==> config.mk <==
export PLATFORM = sky130hd
export DESIGN_NAME = srw_top
export DESIGN_NICKNAME = d
export VERILOG_FILES = /design/src/common/srw_pkg.sv /design/src/rtl/srw_debounce.sv /design/src/rtl/srw_top.sv
export SDC_FILE = /design/constraint.sdc
export NUM_CORES = 1
export LEC_CHECK = 0
export BUFFER_PORTS_ARGS = -buffer_cell sky130_fd_sc_hd__buf_2
export CAP_MARGIN = 20
export CORE_AREA = 2 2 91 127
export CTS_BUF_LIST = sky130_fd_sc_hd__clkbuf_8
export DETAILED_ROUTE_END_ITERATION = 10
export DIE_AREA = 0 0 93 129
export HOLD_SLACK_MARGIN = 0.12
export PLACE_DENSITY = 0.75
export SLEW_MARGIN = 30
export SYNTH_ARGS = -nofsm -noshare
export SYNTH_HDL_FRONTEND = slang
export SYNTH_SLANG_ARGS = --single-unit
==> constraint.sdc <==
create_clock -name clk -period 2.8 [get_ports clk]
set_clock_uncertainty 0.1 [all_clocks]
set_input_delay 0.14 -clock clk [delete_from_list [all_inputs] [get_ports clk]]
set_output_delay 0.14 -clock clk [all_outputs]
set_load 0.01 [all_outputs]
==> src/common/srw_pkg.sv <==
package srw_pkg;

    // block clock
    localparam int CLK_PERIOD_NS = 100;

    // reset hold interval (least time, rounds up)
    localparam longint RESET_HOLD_MS = 140;
    localparam longint RESET_HOLD_CYCLES =
        (RESET_HOLD_MS * 1000000 + CLK_PERIOD_NS - 1) / CLK_PERIOD_NS;

    // watchdog period, nominal
    localparam longint WATCHDOG_PERIOD_MS = 1600;
    localparam longint WATCHDOG_PERIOD_CYCLES = (WATCHDOG_PERIOD_MS * 1000000) / CLK_PERIOD_NS;

    // open-input pull split: low for 7/8, high for the last 1/8
    localparam int PULL_LOW_NUM = 7;
    localparam int PULL_DEN = 8;

    // cycles after a pull flip during which the pin is allowed to follow our own pull
    localparam logic [31:0] PULL_SETTLE_CYCLES = 32'h0000_0004;

    // manual reset debounce: input must stay stable this long
    localparam int DEBOUNCE_NS = 1000;
    localparam logic [15:0] DEBOUNCE_CYCLES = 16'((DEBOUNCE_NS + CLK_PERIOD_NS - 1) / CLK_PERIOD_NS);

    // counter width for the long timers
    localparam int TIMER_W = 32;

    // reset-time values and the counter step
    localparam logic [31:0] COUNT_ZERO = 32'h0000_0000;
    localparam logic [31:0] COUNT_ONE = 32'h0000_0001;
    localparam logic [15:0] DEB_ZERO = 16'h0000;

    // internal state seen from outside, for observation
    typedef struct packed {
        logic hold_active;
        logic wd_fault;
        logic strobe_open;
    } srw_status_t;

endpackage

==> src/rtl/srw_debounce.sv <==
// two-flop synchroniser followed by a stability filter for a pushbutton input
module srw_debounce (
    input wire logic clk,
    input wire logic rst_b,
    input wire logic raw_in,
    output logic clean_out
);

    logic meta_reg;
    logic sync_reg;
    logic [15:0] stable_cnt_reg;

    // first flop is read only by the second
    always_ff @(posedge clk)
    begin
        if (!rst_b)
        begin
            meta_reg <= 1'b1;
            sync_reg <= 1'b1;
        end
        else
        begin
            meta_reg <= raw_in;
            sync_reg <= meta_reg;
        end
    end

    // output follows only after the input held its new level long enough;
    // bounce restarts the count, so chatter never reaches the reset logic
    always_ff @(posedge clk)
    begin
        if (!rst_b)
        begin
            stable_cnt_reg <= srw_pkg::DEB_ZERO;
            clean_out <= 1'b1;
        end
        else if (sync_reg == clean_out)
        begin
            stable_cnt_reg <= srw_pkg::DEB_ZERO;
        end
        else if (stable_cnt_reg == srw_pkg::DEBOUNCE_CYCLES - 16'h0001)
        begin
            stable_cnt_reg <= srw_pkg::DEB_ZERO;
            clean_out <= sync_reg;
        end
        else
        begin
            stable_cnt_reg <= stable_cnt_reg + 16'h0001;
        end
    end

endmodule

==> src/rtl/srw_top.sv <==
module srw_top #(
    parameter logic [31:0] RESET_HOLD_CYCLES = 32'(srw_pkg::RESET_HOLD_CYCLES),
    parameter logic [31:0] WATCHDOG_PERIOD_CYCLES = 32'(srw_pkg::WATCHDOG_PERIOD_CYCLES),
    parameter bit RESET_ACTIVE_HIGH = 1'b0
) (
    input wire logic clk,
    input wire logic rst_b,
    input wire logic supply_low,
    input wire logic manual_reset_request_n,
    input wire logic watchdog_strobe_in,
    output logic watchdog_strobe_pull_out,
    output logic watchdog_strobe_pull_oe,
    output logic reset_out,
    output logic watchdog_fault_out_n,
    output srw_pkg::srw_status_t status_out
);

    // end of the low pull phase within a period
    localparam logic [31:0] PULL_LOW_CYCLES =
        32'((64'(WATCHDOG_PERIOD_CYCLES) * srw_pkg::PULL_LOW_NUM) / srw_pkg::PULL_DEN);

    // asynchronous pins: index 0 supply comparator, index 1 strobe
    logic [1:0] async_in;
    logic [1:0] meta_reg;
    logic [1:0] sync_reg;
    logic supply_low_s;
    logic strobe_s;
    logic manual_clean;
    logic reset_src;
    logic hold_active_reg;
    logic [31:0] hold_cnt_reg;
    logic [31:0] pull_cnt_reg;
    logic pull_high;
    logic in_settle;
    logic low_seen_reg;
    logic open_reg;
    logic strobe_prev_reg;
    logic strobe_edge;
    logic valid_edge;
    logic [31:0] wd_cnt_reg;
    logic wd_fault_reg;

    assign async_in = {watchdog_strobe_in, supply_low};

    // two flops per pin; the first is read by nothing else
    generate
        for (genvar i = 0; i < 2; i++)
        begin : g_sync
            always_ff @(posedge clk)
            begin
                if (!rst_b)
                begin
                    meta_reg[i] <= 1'b0;
                    sync_reg[i] <= 1'b0;
                end
                else
                begin
                    meta_reg[i] <= async_in[i];
                    sync_reg[i] <= meta_reg[i];
                end
            end
        end
    endgenerate

    assign supply_low_s = sync_reg[0];
    assign strobe_s = sync_reg[1];

    srw_debounce u_manual_debounce (
        .clk(clk),
        .rst_b(rst_b),
        .raw_in(manual_reset_request_n),
        .clean_out(manual_clean)
    );

    assign reset_src = supply_low_s | ~manual_clean;

    // hold stretcher: counter is held at zero while any source is active, so the
    // interval is measured from the moment the last source goes away
    // power-up hold
    always_ff @(posedge clk)
    begin
        if (!rst_b)
        begin
            hold_active_reg <= 1'b1;
            hold_cnt_reg <= srw_pkg::COUNT_ZERO;
        end
        else if (reset_src)
        begin
            hold_active_reg <= 1'b1;
            hold_cnt_reg <= srw_pkg::COUNT_ZERO;
        end
        else if (hold_active_reg)
        begin
            if (hold_cnt_reg == RESET_HOLD_CYCLES - srw_pkg::COUNT_ONE)
            begin
                hold_active_reg <= 1'b0;
                hold_cnt_reg <= srw_pkg::COUNT_ZERO;
            end
            else
            begin
                hold_cnt_reg <= hold_cnt_reg + srw_pkg::COUNT_ONE;
            end
        end
    end

    // polarity chosen at build time, one flop either way
    always_ff @(posedge clk)
    begin
        if (!rst_b)
        begin
            reset_out <= RESET_ACTIVE_HIGH;
        end
        else
        begin
            reset_out <= RESET_ACTIVE_HIGH ? hold_active_reg : ~hold_active_reg;
        end
    end

    // free-running pull phase counter, one lap per watchdog period
    // repeats every period
    always_ff @(posedge clk)
    begin
        if (!rst_b)
        begin
            pull_cnt_reg <= srw_pkg::COUNT_ZERO;
        end
        else if (pull_cnt_reg == WATCHDOG_PERIOD_CYCLES - srw_pkg::COUNT_ONE)
        begin
            pull_cnt_reg <= srw_pkg::COUNT_ZERO;
        end
        else
        begin
            pull_cnt_reg <= pull_cnt_reg + srw_pkg::COUNT_ONE;
        end
    end

    // low for 7/8, high for the last 1/8
    assign pull_high = (pull_cnt_reg >= PULL_LOW_CYCLES);

    // edges right after our own pull flips are the pin echoing us, not the host
    assign in_settle = (pull_cnt_reg < srw_pkg::PULL_SETTLE_CYCLES) ||
        (pull_high && (pull_cnt_reg < PULL_LOW_CYCLES + srw_pkg::PULL_SETTLE_CYCLES));

    // the pull is weak: an outside driver overrides it on the wire
    always_ff @(posedge clk)
    begin
        if (!rst_b)
        begin
            watchdog_strobe_pull_out <= 1'b0;
            watchdog_strobe_pull_oe <= 1'b0;
        end
        else
        begin
            watchdog_strobe_pull_out <= pull_high;
            watchdog_strobe_pull_oe <= 1'b1;
        end
    end

    // strobe edge detect on the synchronised level
    always_ff @(posedge clk)
    begin
        if (!rst_b)
        begin
            strobe_prev_reg <= 1'b0;
        end
        else
        begin
            strobe_prev_reg <= strobe_s;
        end
    end

    assign strobe_edge = strobe_s ^ strobe_prev_reg;
    // while judged open, only edges outside the echo window count
    assign valid_edge = strobe_edge & ~(open_reg & in_settle);

    // open detection: pin low at the end of the low phase and high at the end of
    // the high phase means nobody drives it; a real edge overrides, so the host wins a tie
    // detect open input
    always_ff @(posedge clk)
    begin
        if (!rst_b)
        begin
            low_seen_reg <= 1'b0;
            open_reg <= 1'b0;
        end
        else
        begin
            if (pull_cnt_reg == PULL_LOW_CYCLES - srw_pkg::COUNT_ONE)
            begin
                low_seen_reg <= ~strobe_s;
            end
            if (valid_edge && !in_settle)
            begin
                open_reg <= 1'b0;
            end
            else if (pull_cnt_reg == WATCHDOG_PERIOD_CYCLES - srw_pkg::COUNT_ONE)
            begin
                open_reg <= low_seen_reg & strobe_s;
            end
        end
    end

    // watchdog timer; the fault stays until the next strobe edge or until the pin is judged open
    // held while reset is active
    always_ff @(posedge clk)
    begin
        if (!rst_b)
        begin
            wd_cnt_reg <= srw_pkg::COUNT_ZERO;
            wd_fault_reg <= 1'b0;
        end
        else if (hold_active_reg || open_reg || valid_edge)
        begin
            wd_cnt_reg <= srw_pkg::COUNT_ZERO;
            wd_fault_reg <= 1'b0;
        end
        else if (!wd_fault_reg)
        begin
            if (wd_cnt_reg == WATCHDOG_PERIOD_CYCLES - srw_pkg::COUNT_ONE)
            begin
                wd_fault_reg <= 1'b1;
                wd_cnt_reg <= srw_pkg::COUNT_ZERO;
            end
            else
            begin
                wd_cnt_reg <= wd_cnt_reg + srw_pkg::COUNT_ONE;
            end
        end
    end

    // brownout forces the fault output low
    always_ff @(posedge clk)
    begin
        if (!rst_b)
        begin
            watchdog_fault_out_n <= 1'b1;
        end
        else
        begin
            watchdog_fault_out_n <= ~(wd_fault_reg | supply_low_s);
        end
    end

    // observation bundle
    always_ff @(posedge clk)
    begin
        if (!rst_b)
        begin
            status_out <= '{hold_active: 1'b1, wd_fault: 1'b0, strobe_open: 1'b0};
        end
        else
        begin
            status_out <= '{hold_active: hold_active_reg, wd_fault: wd_fault_reg, strobe_open: open_reg};
        end
    end

endmodule

==> run metrics, run 1 <==
share of the synthesized area in the top cell type=45.0%; adder-cell area share of the yosys netlist=1.29%; maximum clock frequency=451 MHz; Post CTS Setup Buffer Count=0; # DRC=0; Layout area overhead=10.9%; Slew Limit Fails=0; main combinational cell family by area after synthesis=simple AND/OR/NAND/NOR gates; Max-slew headroom=55.4%; 1st-pass router iterations=6; Hold Path Class=flop to flop; leak pwr=2.23 nW; Hold Vio Cnt, Final=0; post-synthesis average cell area=8.73 µm²; cell taking the most area after synthesis=dfxtp_1; Startpoint Class=flop; Max Root-Sink Buffers=2; ys flop type=dfxtp_1; largest net degree at the start of global routing=27; Num Clock Sinks=131; Detail Placement HPWL=7960 µm; CP Buf/Inv Count=1; flop and latch count out of synthesis=131; mux cell area share after synthesis=0.343%; type of the worst setup path=flop to flop; CTS tree=yes; PD cells=532 mW/mm²; Slew @ Worst Pin=664 ps; register area share after synthesis=45.0%; number of global-route vias before repair=4620; routability cong.=0.796; Antenna Diode Count=0; Post-synth EDFFs=0; share of cells above drive strength 1=8.84%; asr flop ratio synth=0%; initial antenna violation count=0; Worst IR Drop VDD=0.308 mV; Arr. time, crit path=2450 ps; status=complete, no violations; CP max-delay cell=or3_1; final setup vio count=0; cell family with most CP delay=simple AND/OR/NAND/NOR gates; fill cell count=936; I/O Buffers=11; Netlist cell types=44; post-synthesis cell area=0.00583 mm²; Clk Latency, worst-skew pair=440 ps; setup ws final=582 ps; Die W=93 µm; Routed WL=11400 µm; total power=3.44 mW; largest cells by area after synthesis=dfxtp_1 (45%), xor2_1 (8.6%), nor2_1 (7.2%), xnor2_1 (6.0%), nand4_1 (3.9%); CTS buffer count=17; Synth Area in XOR/XNOR=14.6%; total number of vias=4716; most common cell in the netlist=dfxtp_1; # Max-Cap Violations=0; Tmin final=2220 ps; crit-path cells=and4_1, nand4_1, or3_1, nand2_1, buf_4, nor2_1; syn nets=679; multi-input logic area=0.00304 mm²; CTS root buf=clkbuf_8; Initial Utilization=54.0%; RSZ-0062 raised after global routing=no; CTS clk-pin slew, worst paths=70 ps; boundary pin count=12; Critical Path RT=3030 ps; die area=0.0120 mm²; Die Y=129 µm; pre-CTS setup slack=616 ps; Synth Instances=668; core area=0.0108 mm²; Setup TNS Final=0 ps; critical path's largest stage delay=480 ps; Core Util, Final=59.9%; Final Cycle Share=79.2%; most frequent cells after synthesis=dfxtp_1 (131), nor2_1 (112), xor2_1 (57), nand3_1 (42), xnor2_1 (40); H-tree depth=4; Vias per Instance=5.60; Starting DRT DRC Count=219; Reg area=0.00262 mm²; Post-CTS Hold Fix Bufs=7; antenna-violating nets left=0; Hold Slack=340 ps; Cell Rows=45; first-pass GRT wire length=19800 µm; synth warn=0; WL per Instance=13.5 µm; Layout Nets=699; global route overflow=0; element type at the critical path end=flop; Synth Area in Compound Gates=3.30%; Resized cells post-CTS=0; all-layer global routing usage=20.3%; peak fanout along the critical path=15; simple-gate share of the synthesized area=32.5%
per-stage QoR:
| stage | instance area [µm²] | std cells |
|---|---|---|
| finish | 6470 | 842 |
| global route | 6470 | 842 |
| CTS | 6470 | 842 |
| detailed placement | 6030 | 803 |
| global placement | 6030 | 803 |
| floorplan | 5830 | 668 |
routing by layer:
metal	share of wire, %	vias to the layer above	track usage [%]	routed length (µm)
li1	-	2352	-	-
met1	44	2247	23.0	5030
met3	2.9	26	5.15	327
met5	0	-	0	0
met2	51	91	35.2	5740
met4	2.3	0	10.1	257
cell families after synthesis:
family                     count (synthesis)
muxes                                      2
buffers and inverters                     41
DFF                                      131
adders and majority gates                  6
xor gates and xnor gates                  97
AOI/OAI and AO/OA                         35
and+or+nand+nor                          356
power by group:
part	leakage [nW]	switching [mW]	internal, mW	total (mW)
registers	1.06	0.00977	1.88	1.89
clock network	0.200	0.708	0.782	1.49
logic	0.969	0.0378	0.0276	0.0654
final timing paths:
| check | from | cells after the start | to | slack (ps) |
|---|---|---|---|---|
| worst max-delay path | pull_cnt_reg[2]$_SDFF_PP0_ | 6 | pull_cnt_reg[17]$_SDFF_PP0_ | 580 |
| worst min-delay path | u_manual_debounce.meta_reg$_SDFF_PN1_ | 1 | u_manual_debounce.sync_reg$_SDFF_PN1_ | 340 |
| worst max register to register | pull_cnt_reg[2]$_SDFF_PP0_ | 6 | pull_cnt_reg[17]$_SDFF_PP0_ | 580 |
| worst min register to register | u_manual_debounce.meta_reg$_SDFF_PN1_ | 1 | u_manual_debounce.sync_reg$_SDFF_PN1_ | 340 |
area by class of cell:
| cell class | count | area share (%) |
|---|---|---|
| clock buffers | 21 | 4.47 |
| clock inverters | 11 | 1.33 |
| inverters | 16 | 0.928 |
| multi-input cells | 496 | 47.0 |
| flip-flops and latches | 131 | 40.5 |
| well taps | 141 | 2.73 |
| repair buffers | 26 | 3.05 |
cells in the final DEF (no fill, tap or decap), drive strengths merged, types with 3 or more instances in the layout:
cell         count
dfxtp          131
nor2           113
xor2            57
nand3           42
xnor2           40
nand2           39
nand4           38
nor3            23
clkbuf          21
buf             19
inv             18
nor4            16
o21ai           15
or3             14
and4            13
and3            13
and2            13
a21oi           13
dlygate4sd3      7
nor4b            6
nand2b           6
ha               6
or4              6
clkinv           6
nand4b           5
a21boi           3
or2              3
No activity file was read; power rests on OpenSTA's default activity.
==> inputs of run 2 (changes only) <==
clock period = 2.15 ns   (was 2.8 ns; I/O delays follow)
==> run metrics, run 2 (synthesis results as in run 1) <==
status=complete, no violations (unchanged); Slew Limit Fails=0 (unchanged); most common cell after layout, fill and taps aside=dfxtp_1 (unchanged); # Max-Cap Violations=0 (unchanged); critical path's largest stage delay=530 ps (was 480 ps); Setup crit start=wd_cnt_reg[14]$_SDFFE_PP0N_ (was pull_cnt_reg[2]$_SDFF_PP0_); initial antenna violation count=0 (unchanged); Worst IR Drop VDD=0.439 mV (was 0.308 mV); first-pass GRT wire length=20400 µm (was 19800 µm); largest net degree at the start of global routing=27 (unchanged); antenna-violating nets left=0 (unchanged); CTS root buf=clkbuf_8 (unchanged); CTS clk-pin slew, worst paths=70 ps (about the same); Cell Rows=45 (unchanged); DR top layer=met4 (unchanged); most frequent cells in the layout=dfxtp_1 (129), nor2_1 (112), xor2_1 (57) (was dfxtp_1 (131), nor2_1 (112), xor2_1 (57)); Starting DRT DRC Count=245 (was 219); H-tree depth=4 (unchanged); total number of vias=4756 (was 4716); Die W=93 µm (unchanged); Max Root-Sink Buffers=2 (unchanged); Detail Placement HPWL=8300 µm (was 7960 µm); Arr. time, crit path=2280 ps (was 2450 ps); Hold Slack=333 ps (was 340 ps); Setup TNS Final=0 ps (unchanged); Critical Path RT=2370 ps (was 3030 ps); met2 wire length=6290 µm (was 5740 µm); CP Buf/Inv Count=1 (unchanged); Hold Vio Cnt, Final=0 (unchanged); Layout area overhead=13.2% (was 10.9%); element type at the critical path end=flop (unchanged); global route overflow=0 (unchanged); Initial Utilization=54.0% (unchanged); CTS tree=yes (unchanged); boundary pin count=12 (unchanged); met3 wire length=332 µm (was 327 µm); WL per Instance=14.1 µm (was 13.5 µm); number of global-route vias before repair=4627 (was 4620); Max-slew headroom=66.7% (was 55.4%); PD cells=689 mW/mm² (was 532 mW/mm²); Tmin final=2060 ps (was 2220 ps); cell family with most CP delay=simple AND/OR/NAND/NOR gates (unchanged); 1st-pass router iterations=6 (unchanged); all-layer global routing usage=21.1% (was 20.3%); RSZ-0062 raised after global routing=no (unchanged); Vias per Instance=5.56 (was 5.60); die area=0.0120 mm² (unchanged); Num Clock Sinks=131 (unchanged); maximum clock frequency=486 MHz (was 451 MHz); total power=4.55 mW (was 3.44 mW); crit-path cells=or4_1, nor3_1, nand4_1, o21ai_2, buf_4, nor2_1 (was and4_1, nand4_1, or3_1, nand2_1, buf_4, nor2_1); CP max-delay cell=or4_1 (was or3_1); core area=0.0108 mm² (unchanged); Startpoint Class=flop (unchanged); Clk Latency, worst-skew pair=440 ps (about the same); Die Y=129 µm (unchanged); I/O Buffers=11 (unchanged); peak fanout along the critical path=16 (was 15); Hold Path Class=flop to flop (unchanged); Core Util, Final=61.1% (was 59.9%); RR Startpoint=wd_cnt_reg[14]$_SDFFE_PP0N_ (was pull_cnt_reg[2]$_SDFF_PP0_); Antenna Diode Count=0 (unchanged); Post CTS Setup Buffer Count=0 (unchanged); final setup vio count=0 (unchanged); leak pwr=2.30 nW (was 2.23 nW); hold_sp=meta_reg[1]$_SDFF_PN0_ (was u_manual_debounce.meta_reg$_SDFF_PN1_); share of cells above drive strength 1=11.2% (was 8.84%); # DRC=0 (unchanged); CTS buffer count=17 (unchanged); type of the worst setup path=flop to flop (unchanged); DRT met1 WL=5050 µm (was 5030 µm); Layout Nets=712 (was 699); Slew @ Worst Pin=495 ps (was 664 ps); routability cong.=0.899 (was 0.796); Final Cycle Share=95.8% (was 79.2%); fill cell count=931 (was 936); Routed WL=12000 µm (was 11400 µm)
[run 2: cell types whose count changed in the layout (fill, tap and decap cells not counted), sizes merged]
cell    change
inv         +1
clkinv      -1
clkbuf      -1
buf        +13
bufinv      +1
[run 2: path summary, 6_finish.rpt]
check             slack [ps]                     endpoint  cells past startpoint
hold / removal           330          strobe_s$_SDFF_PN0_                      1
setup reg to reg          90  wd_cnt_reg[29]$_SDFFE_PP0N_                      6
setup / recovery          90  wd_cnt_reg[29]$_SDFFE_PP0N_                      6
hold reg to reg          330          strobe_s$_SDFF_PN0_                      1
[run 2: final cells by class]
cell class                 count  area (µm²)  share of cell area (%)
clock buffer                  20         275                    4.17
tap                          141         176                    2.67
clock inverter                12         115                    1.74
timing repair buffer          39         295                    4.47
multi-input combinational    496        3060                    46.3
inverter                      16        60.1                   0.910
sequential                   131        2630                    39.8
[run 2: metrics by stage]
step,cell area (µm²),worst slack [ps],std cells
4_1_cts,6590,72.6,855
3_3_place_gp,6120,51.1,816
6_report,6600,90.7,855
2_1_floorplan,5830,167,668
5_1_grt,6600,0.377,855
3_5_place_dp,6120,53.8,816
[run 2: repair_timing]
item                                   4_1_cts  5_1_grt
setup endpoints to repair                    1       32
resized for setup                            1        5
hold buffers                                 7        0
cloned                                       0        0
endpoints found under the hold margin       18        0
[run 2: power by group]
part / leakage, nW / switching (mW) / internal (mW)
Sequential: 1.06 / 0.0118 / 2.44
Clock: 0.208 / 0.901 / 1.10
Combinational: 1.03 / 0.0517 / 0.0410
[run 2: per-layer routing]
| layer | up-vias | GRT usage (%) |
|---|---|---|
| met5 | - | 0 |
| met4 | 0 | 11.2 |
| met3 | 31 | 5.15 |
| met2 | 89 | 37.5 |
| met1 | 2264 | 23.1 |
| li1 | 2372 | - |
==> inputs of run 3 (changes only) <==
CORE_AREA = 2 2 91 128   (was 2 2 91 127)
DIE_AREA = 0 0 93 130   (was 0 0 93 129)
SYNTH_HIERARCHICAL = 1   (was unset)
==> run metrics, run 3 <==
Most common cell on crit path=or4_4; PD cells=635 mW/mm² (was 689 mW/mm²); cell taking the most area after synthesis=dfxtp_1 (unchanged); CTS tree=yes (unchanged); Layout Nets=769 (was 712); routability cong.=0.899 (about the same); Synth Area in Compound Gates=3.13% (was 3.30%); critical path's largest stage delay=560 ps (was 530 ps); first-pass GRT wire length=20800 µm (was 20400 µm); Detail Placement HPWL=9000 µm (was 8300 µm); syn nets=690 (was 679); antenna-violating nets left=0 (unchanged); cell family with most CP delay=simple AND/OR/NAND/NOR gates (unchanged); Setup crit start=pull_cnt_reg[15]$_SDFF_PP0_ (was wd_cnt_reg[14]$_SDFFE_PP0N_); largest cells by area after synthesis=dfxtp_1 (45%), xor2_1 (9.4%), nor2_1 (7.7%), xnor2_1 (5.5%), nand4_1 (5.3%) (was dfxtp_1 (45%), xor2_1 (8.6%), nor2_1 (7.2%), xnor2_1 (6.0%), nand4_1 (3.9%)); Max Root-Sink Buffers=2 (unchanged); crit-path cells=or4_1, or4_4, or4_4, and2_4, o22a_1 (was or4_1, nor3_1, nand4_1, o21ai_2, buf_4, nor2_1); total power=4.56 mW (was 4.55 mW); register area share after synthesis=44.6% (was 45.0%); Routed WL=13200 µm (was 12000 µm); initial antenna violation count=0 (unchanged); Slew @ Worst Pin=425 ps (was 495 ps); Worst IR Drop VDD=0.341 mV (was 0.439 mV); largest net degree at the start of global routing=21 (was 27); Hold Path Class=flop to flop (unchanged); post-synthesis cell area=0.00588 mm² (was 0.00583 mm²); DRT met1 WL=5530 µm (was 5050 µm); # DRC=0 (unchanged); die area=0.0121 mm² (was 0.0120 mm²); share of cells above drive strength 1=17.9% (was 11.2%); most frequent cells after synthesis=dfxtp_1 (131), nor2_1 (120), xor2_1 (63), nand4_1 (50), nand2_1 (45) (was dfxtp_1 (131), nor2_1 (112), xor2_1 (57), nand3_1 (42), xnor2_1 (40)); total number of vias=5072 (was 4756); ys flop type=dfxtp_1 (unchanged); element type at the critical path end=flop (unchanged); main combinational cell family by area after synthesis=simple AND/OR/NAND/NOR gates (unchanged); Startpoint Class=flop (unchanged); most frequent cells in the layout=dfxtp_1 (127), nor2_1 (118), xor2_1 (63) (was dfxtp_1 (129), nor2_1 (112), xor2_1 (57)); leak pwr=2.63 nW (was 2.30 nW); Cell Rows=46 (was 45); simple-gate share of the synthesized area=32.8% (was 32.5%); maximum clock frequency=412 MHz (was 486 MHz); Critical Path RT=2390 ps (was 2370 ps); post-synthesis average cell area=8.66 µm² (was 8.73 µm²); flop and latch count out of synthesis=131 (unchanged); CTS clk-pin slew, worst paths=70 ps (about the same); final setup vio count=32 (was 0); placed cell count=867 (was 816); Setup TNS Final=-7730 ps (was 0 ps); Clk Latency, worst-skew pair=450 ps (was 440 ps); most common cell in the netlist=dfxtp_1 (unchanged); asr flop ratio synth=0% (unchanged); CP max-delay cell=or4_4 (was or4_1); CTS buffer count=17 (unchanged); RR Startpoint=pull_cnt_reg[15]$_SDFF_PP0_ (was wd_cnt_reg[14]$_SDFFE_PP0N_); r2r worst-path depth=5 (was 6); Die Y=130 µm (was 129 µm); Netlist cell types=45 (was 44); Initial Utilization=53.2% (was 54.0%); Synth Instances=679 (was 668); Die W=93 µm (unchanged); Max-slew headroom=71.3% (was 66.7%); most common cell after layout, fill and taps aside=dfxtp_1 (unchanged); peak fanout along the critical path=4 (was 16); Post-synth EDFFs=0 (unchanged); Hold Vio Cnt, Final=0 (unchanged); boundary pin count=12 (unchanged); status=finished, violations left (was complete, no violations); type of the worst setup path=flop to flop (unchanged); DR top layer=met4 (unchanged); Antenna Diode Count=0 (unchanged); CTS root buf=clkbuf_8 (unchanged); WL per Instance=14.5 µm (was 14.1 µm); Worst R2R Setup Slack=-280 ps (was 90 ps); Stages on worst setup path=5 (was 6); Arr. time, crit path=2660 ps (was 2280 ps); Starting DRT DRC Count=276 (was 245); Reg-to-Reg End=open_reg$_SDFFE_PP0P_ (was wd_cnt_reg[29]$_SDFFE_PP0N_); met2 wire length=6960 µm (was 6290 µm); Layout area overhead=21.9% (was 13.2%); Num Clock Sinks=131 (unchanged); failing checks=negative setup slack; # Max-Cap Violations=0 (unchanged); adder-cell area share of the yosys netlist=1.28% (was 1.29%); share of the synthesized area in the top cell type=44.6% (was 45.0%); RSZ-0062 raised after global routing=yes (was no); number of global-route vias before repair=4708 (was 4627); Hold Path Stages=1 (unchanged); I/O Buffers=11 (unchanged); 1st-pass router iterations=5 (was 6); global route overflow=0 (unchanged); all-layer global routing usage=21.6% (was 21.1%); Slew Limit Fails=0 (unchanged); Final Cycle Share=113% (was 95.8%); core area=0.0111 mm² (was 0.0108 mm²); Tmin final=2430 ps (was 2060 ps); met3 wire length=513 µm (was 332 µm); H-tree depth=4 (unchanged); fill cell count=917 (was 931); post-route insts no fill=915 (was 855); setup ws final=-276 ps (was 90.7 ps); Vias per Instance=5.54 (was 5.56); mux cell area share after synthesis=0.170% (was 0.343%); CP Buf/Inv Count=0 (was 1); Synth Area in XOR/XNOR=14.9% (was 14.6%); Worst Setup EP=open_reg$_SDFFE_PP0P_ (was wd_cnt_reg[29]$_SDFFE_PP0N_); synth warn=6 (was 0)
[run 3: cell types whose count changed after synthesis, sizes merged, moves of 4 or more]
cell    change
or4         +5
nand2       +6
xor2        +6
and4        -8
nor2        +7
nand4b      -4
or3         -5
nor4        +7
nand4      +12
nor3       -11
[run 3: what timing repair did]
item                                   CTS  global route
hold buffers                             7             0
buffers inserted                         1             4
pin swaps                                2             8
endpoints found under the hold margin   21             0
gates cloned                             1             3
setup endpoints to repair               44            95
resized for setup                       13            22
[run 3: layout make-up]
class	count	area, µm²	share of cell area (%)
Inverter	15	56.3	0.785
Sequential cell	131	2630	36.7
Multi-Input combinational cell	507	3200	44.5
Timing Repair Buffer	86	729	10.2
Clock buffer	19	262	3.64
Clock inverter	13	119	1.66
Tap cell	144	180	2.51
[run 3: worst min path at each step]
| stage | from | to | slack, ps |
|---|---|---|---|
| floorplan | rst_b | watchdog_strobe_pull_oe$_DFF_P_ | 40 |
| global placement | manual_reset_request_n | u_manual_debounce/meta_reg$_SDFF_PN1_ | 200 |
| detailed placement | manual_reset_request_n | u_manual_debounce/meta_reg$_SDFF_PN1_ | 210 |
| CTS | u_manual_debounce/meta_reg$_SDFF_PN1_ | u_manual_debounce/sync_reg$_SDFF_PN1_ | 340 |
| global route | u_manual_debounce/meta_reg$_SDFF_PN1_ | u_manual_debounce/sync_reg$_SDFF_PN1_ | 360 |
| finish | u_manual_debounce/meta_reg$_SDFF_PN1_ | u_manual_debounce/sync_reg$_SDFF_PN1_ | 330 |
[run 3: kinds of logic after synthesis]
| logic type | after synthesis |
|---|---|
| buf+inv | 41 |
| simple gates | 368 |
| xor+xnor | 100 |
| fa+ha+maj | 6 |
| mux | 1 |
| compound gates | 32 |
| flops | 131 |
[run 3: where the power goes]
group | internal, mW | switching [mW] | leakage [nW]
registers | 2.44 | 0.0115 | 1.06
clock network | 1.07 | 0.930 | 0.213
logic | 0.0521 | 0.0539 | 1.36
[run 3: per-layer routing]
layer	up-vias	global-route usage [%]
met5	-	0
met4	0	9.26
met3	24	6.12
met2	109	38.4
met1	2439	24.2
li1	2500	-
[run 3: through the flow]
stage | utilization, % | hold slack [ps] | area, µm² | setup WS, ps
final | 64.9 | 332 | 7170 | -276
after global routing | 64.9 | 363 | 7170 | -316
after CTS | 63.2 | 340 | 6980 | -277
after detailed placement | 58.6 | 210 | 6470 | -338
after global placement | 58.6 | 204 | 6470 | -289
after floorplan | - | 35.2 | 5900 | -177
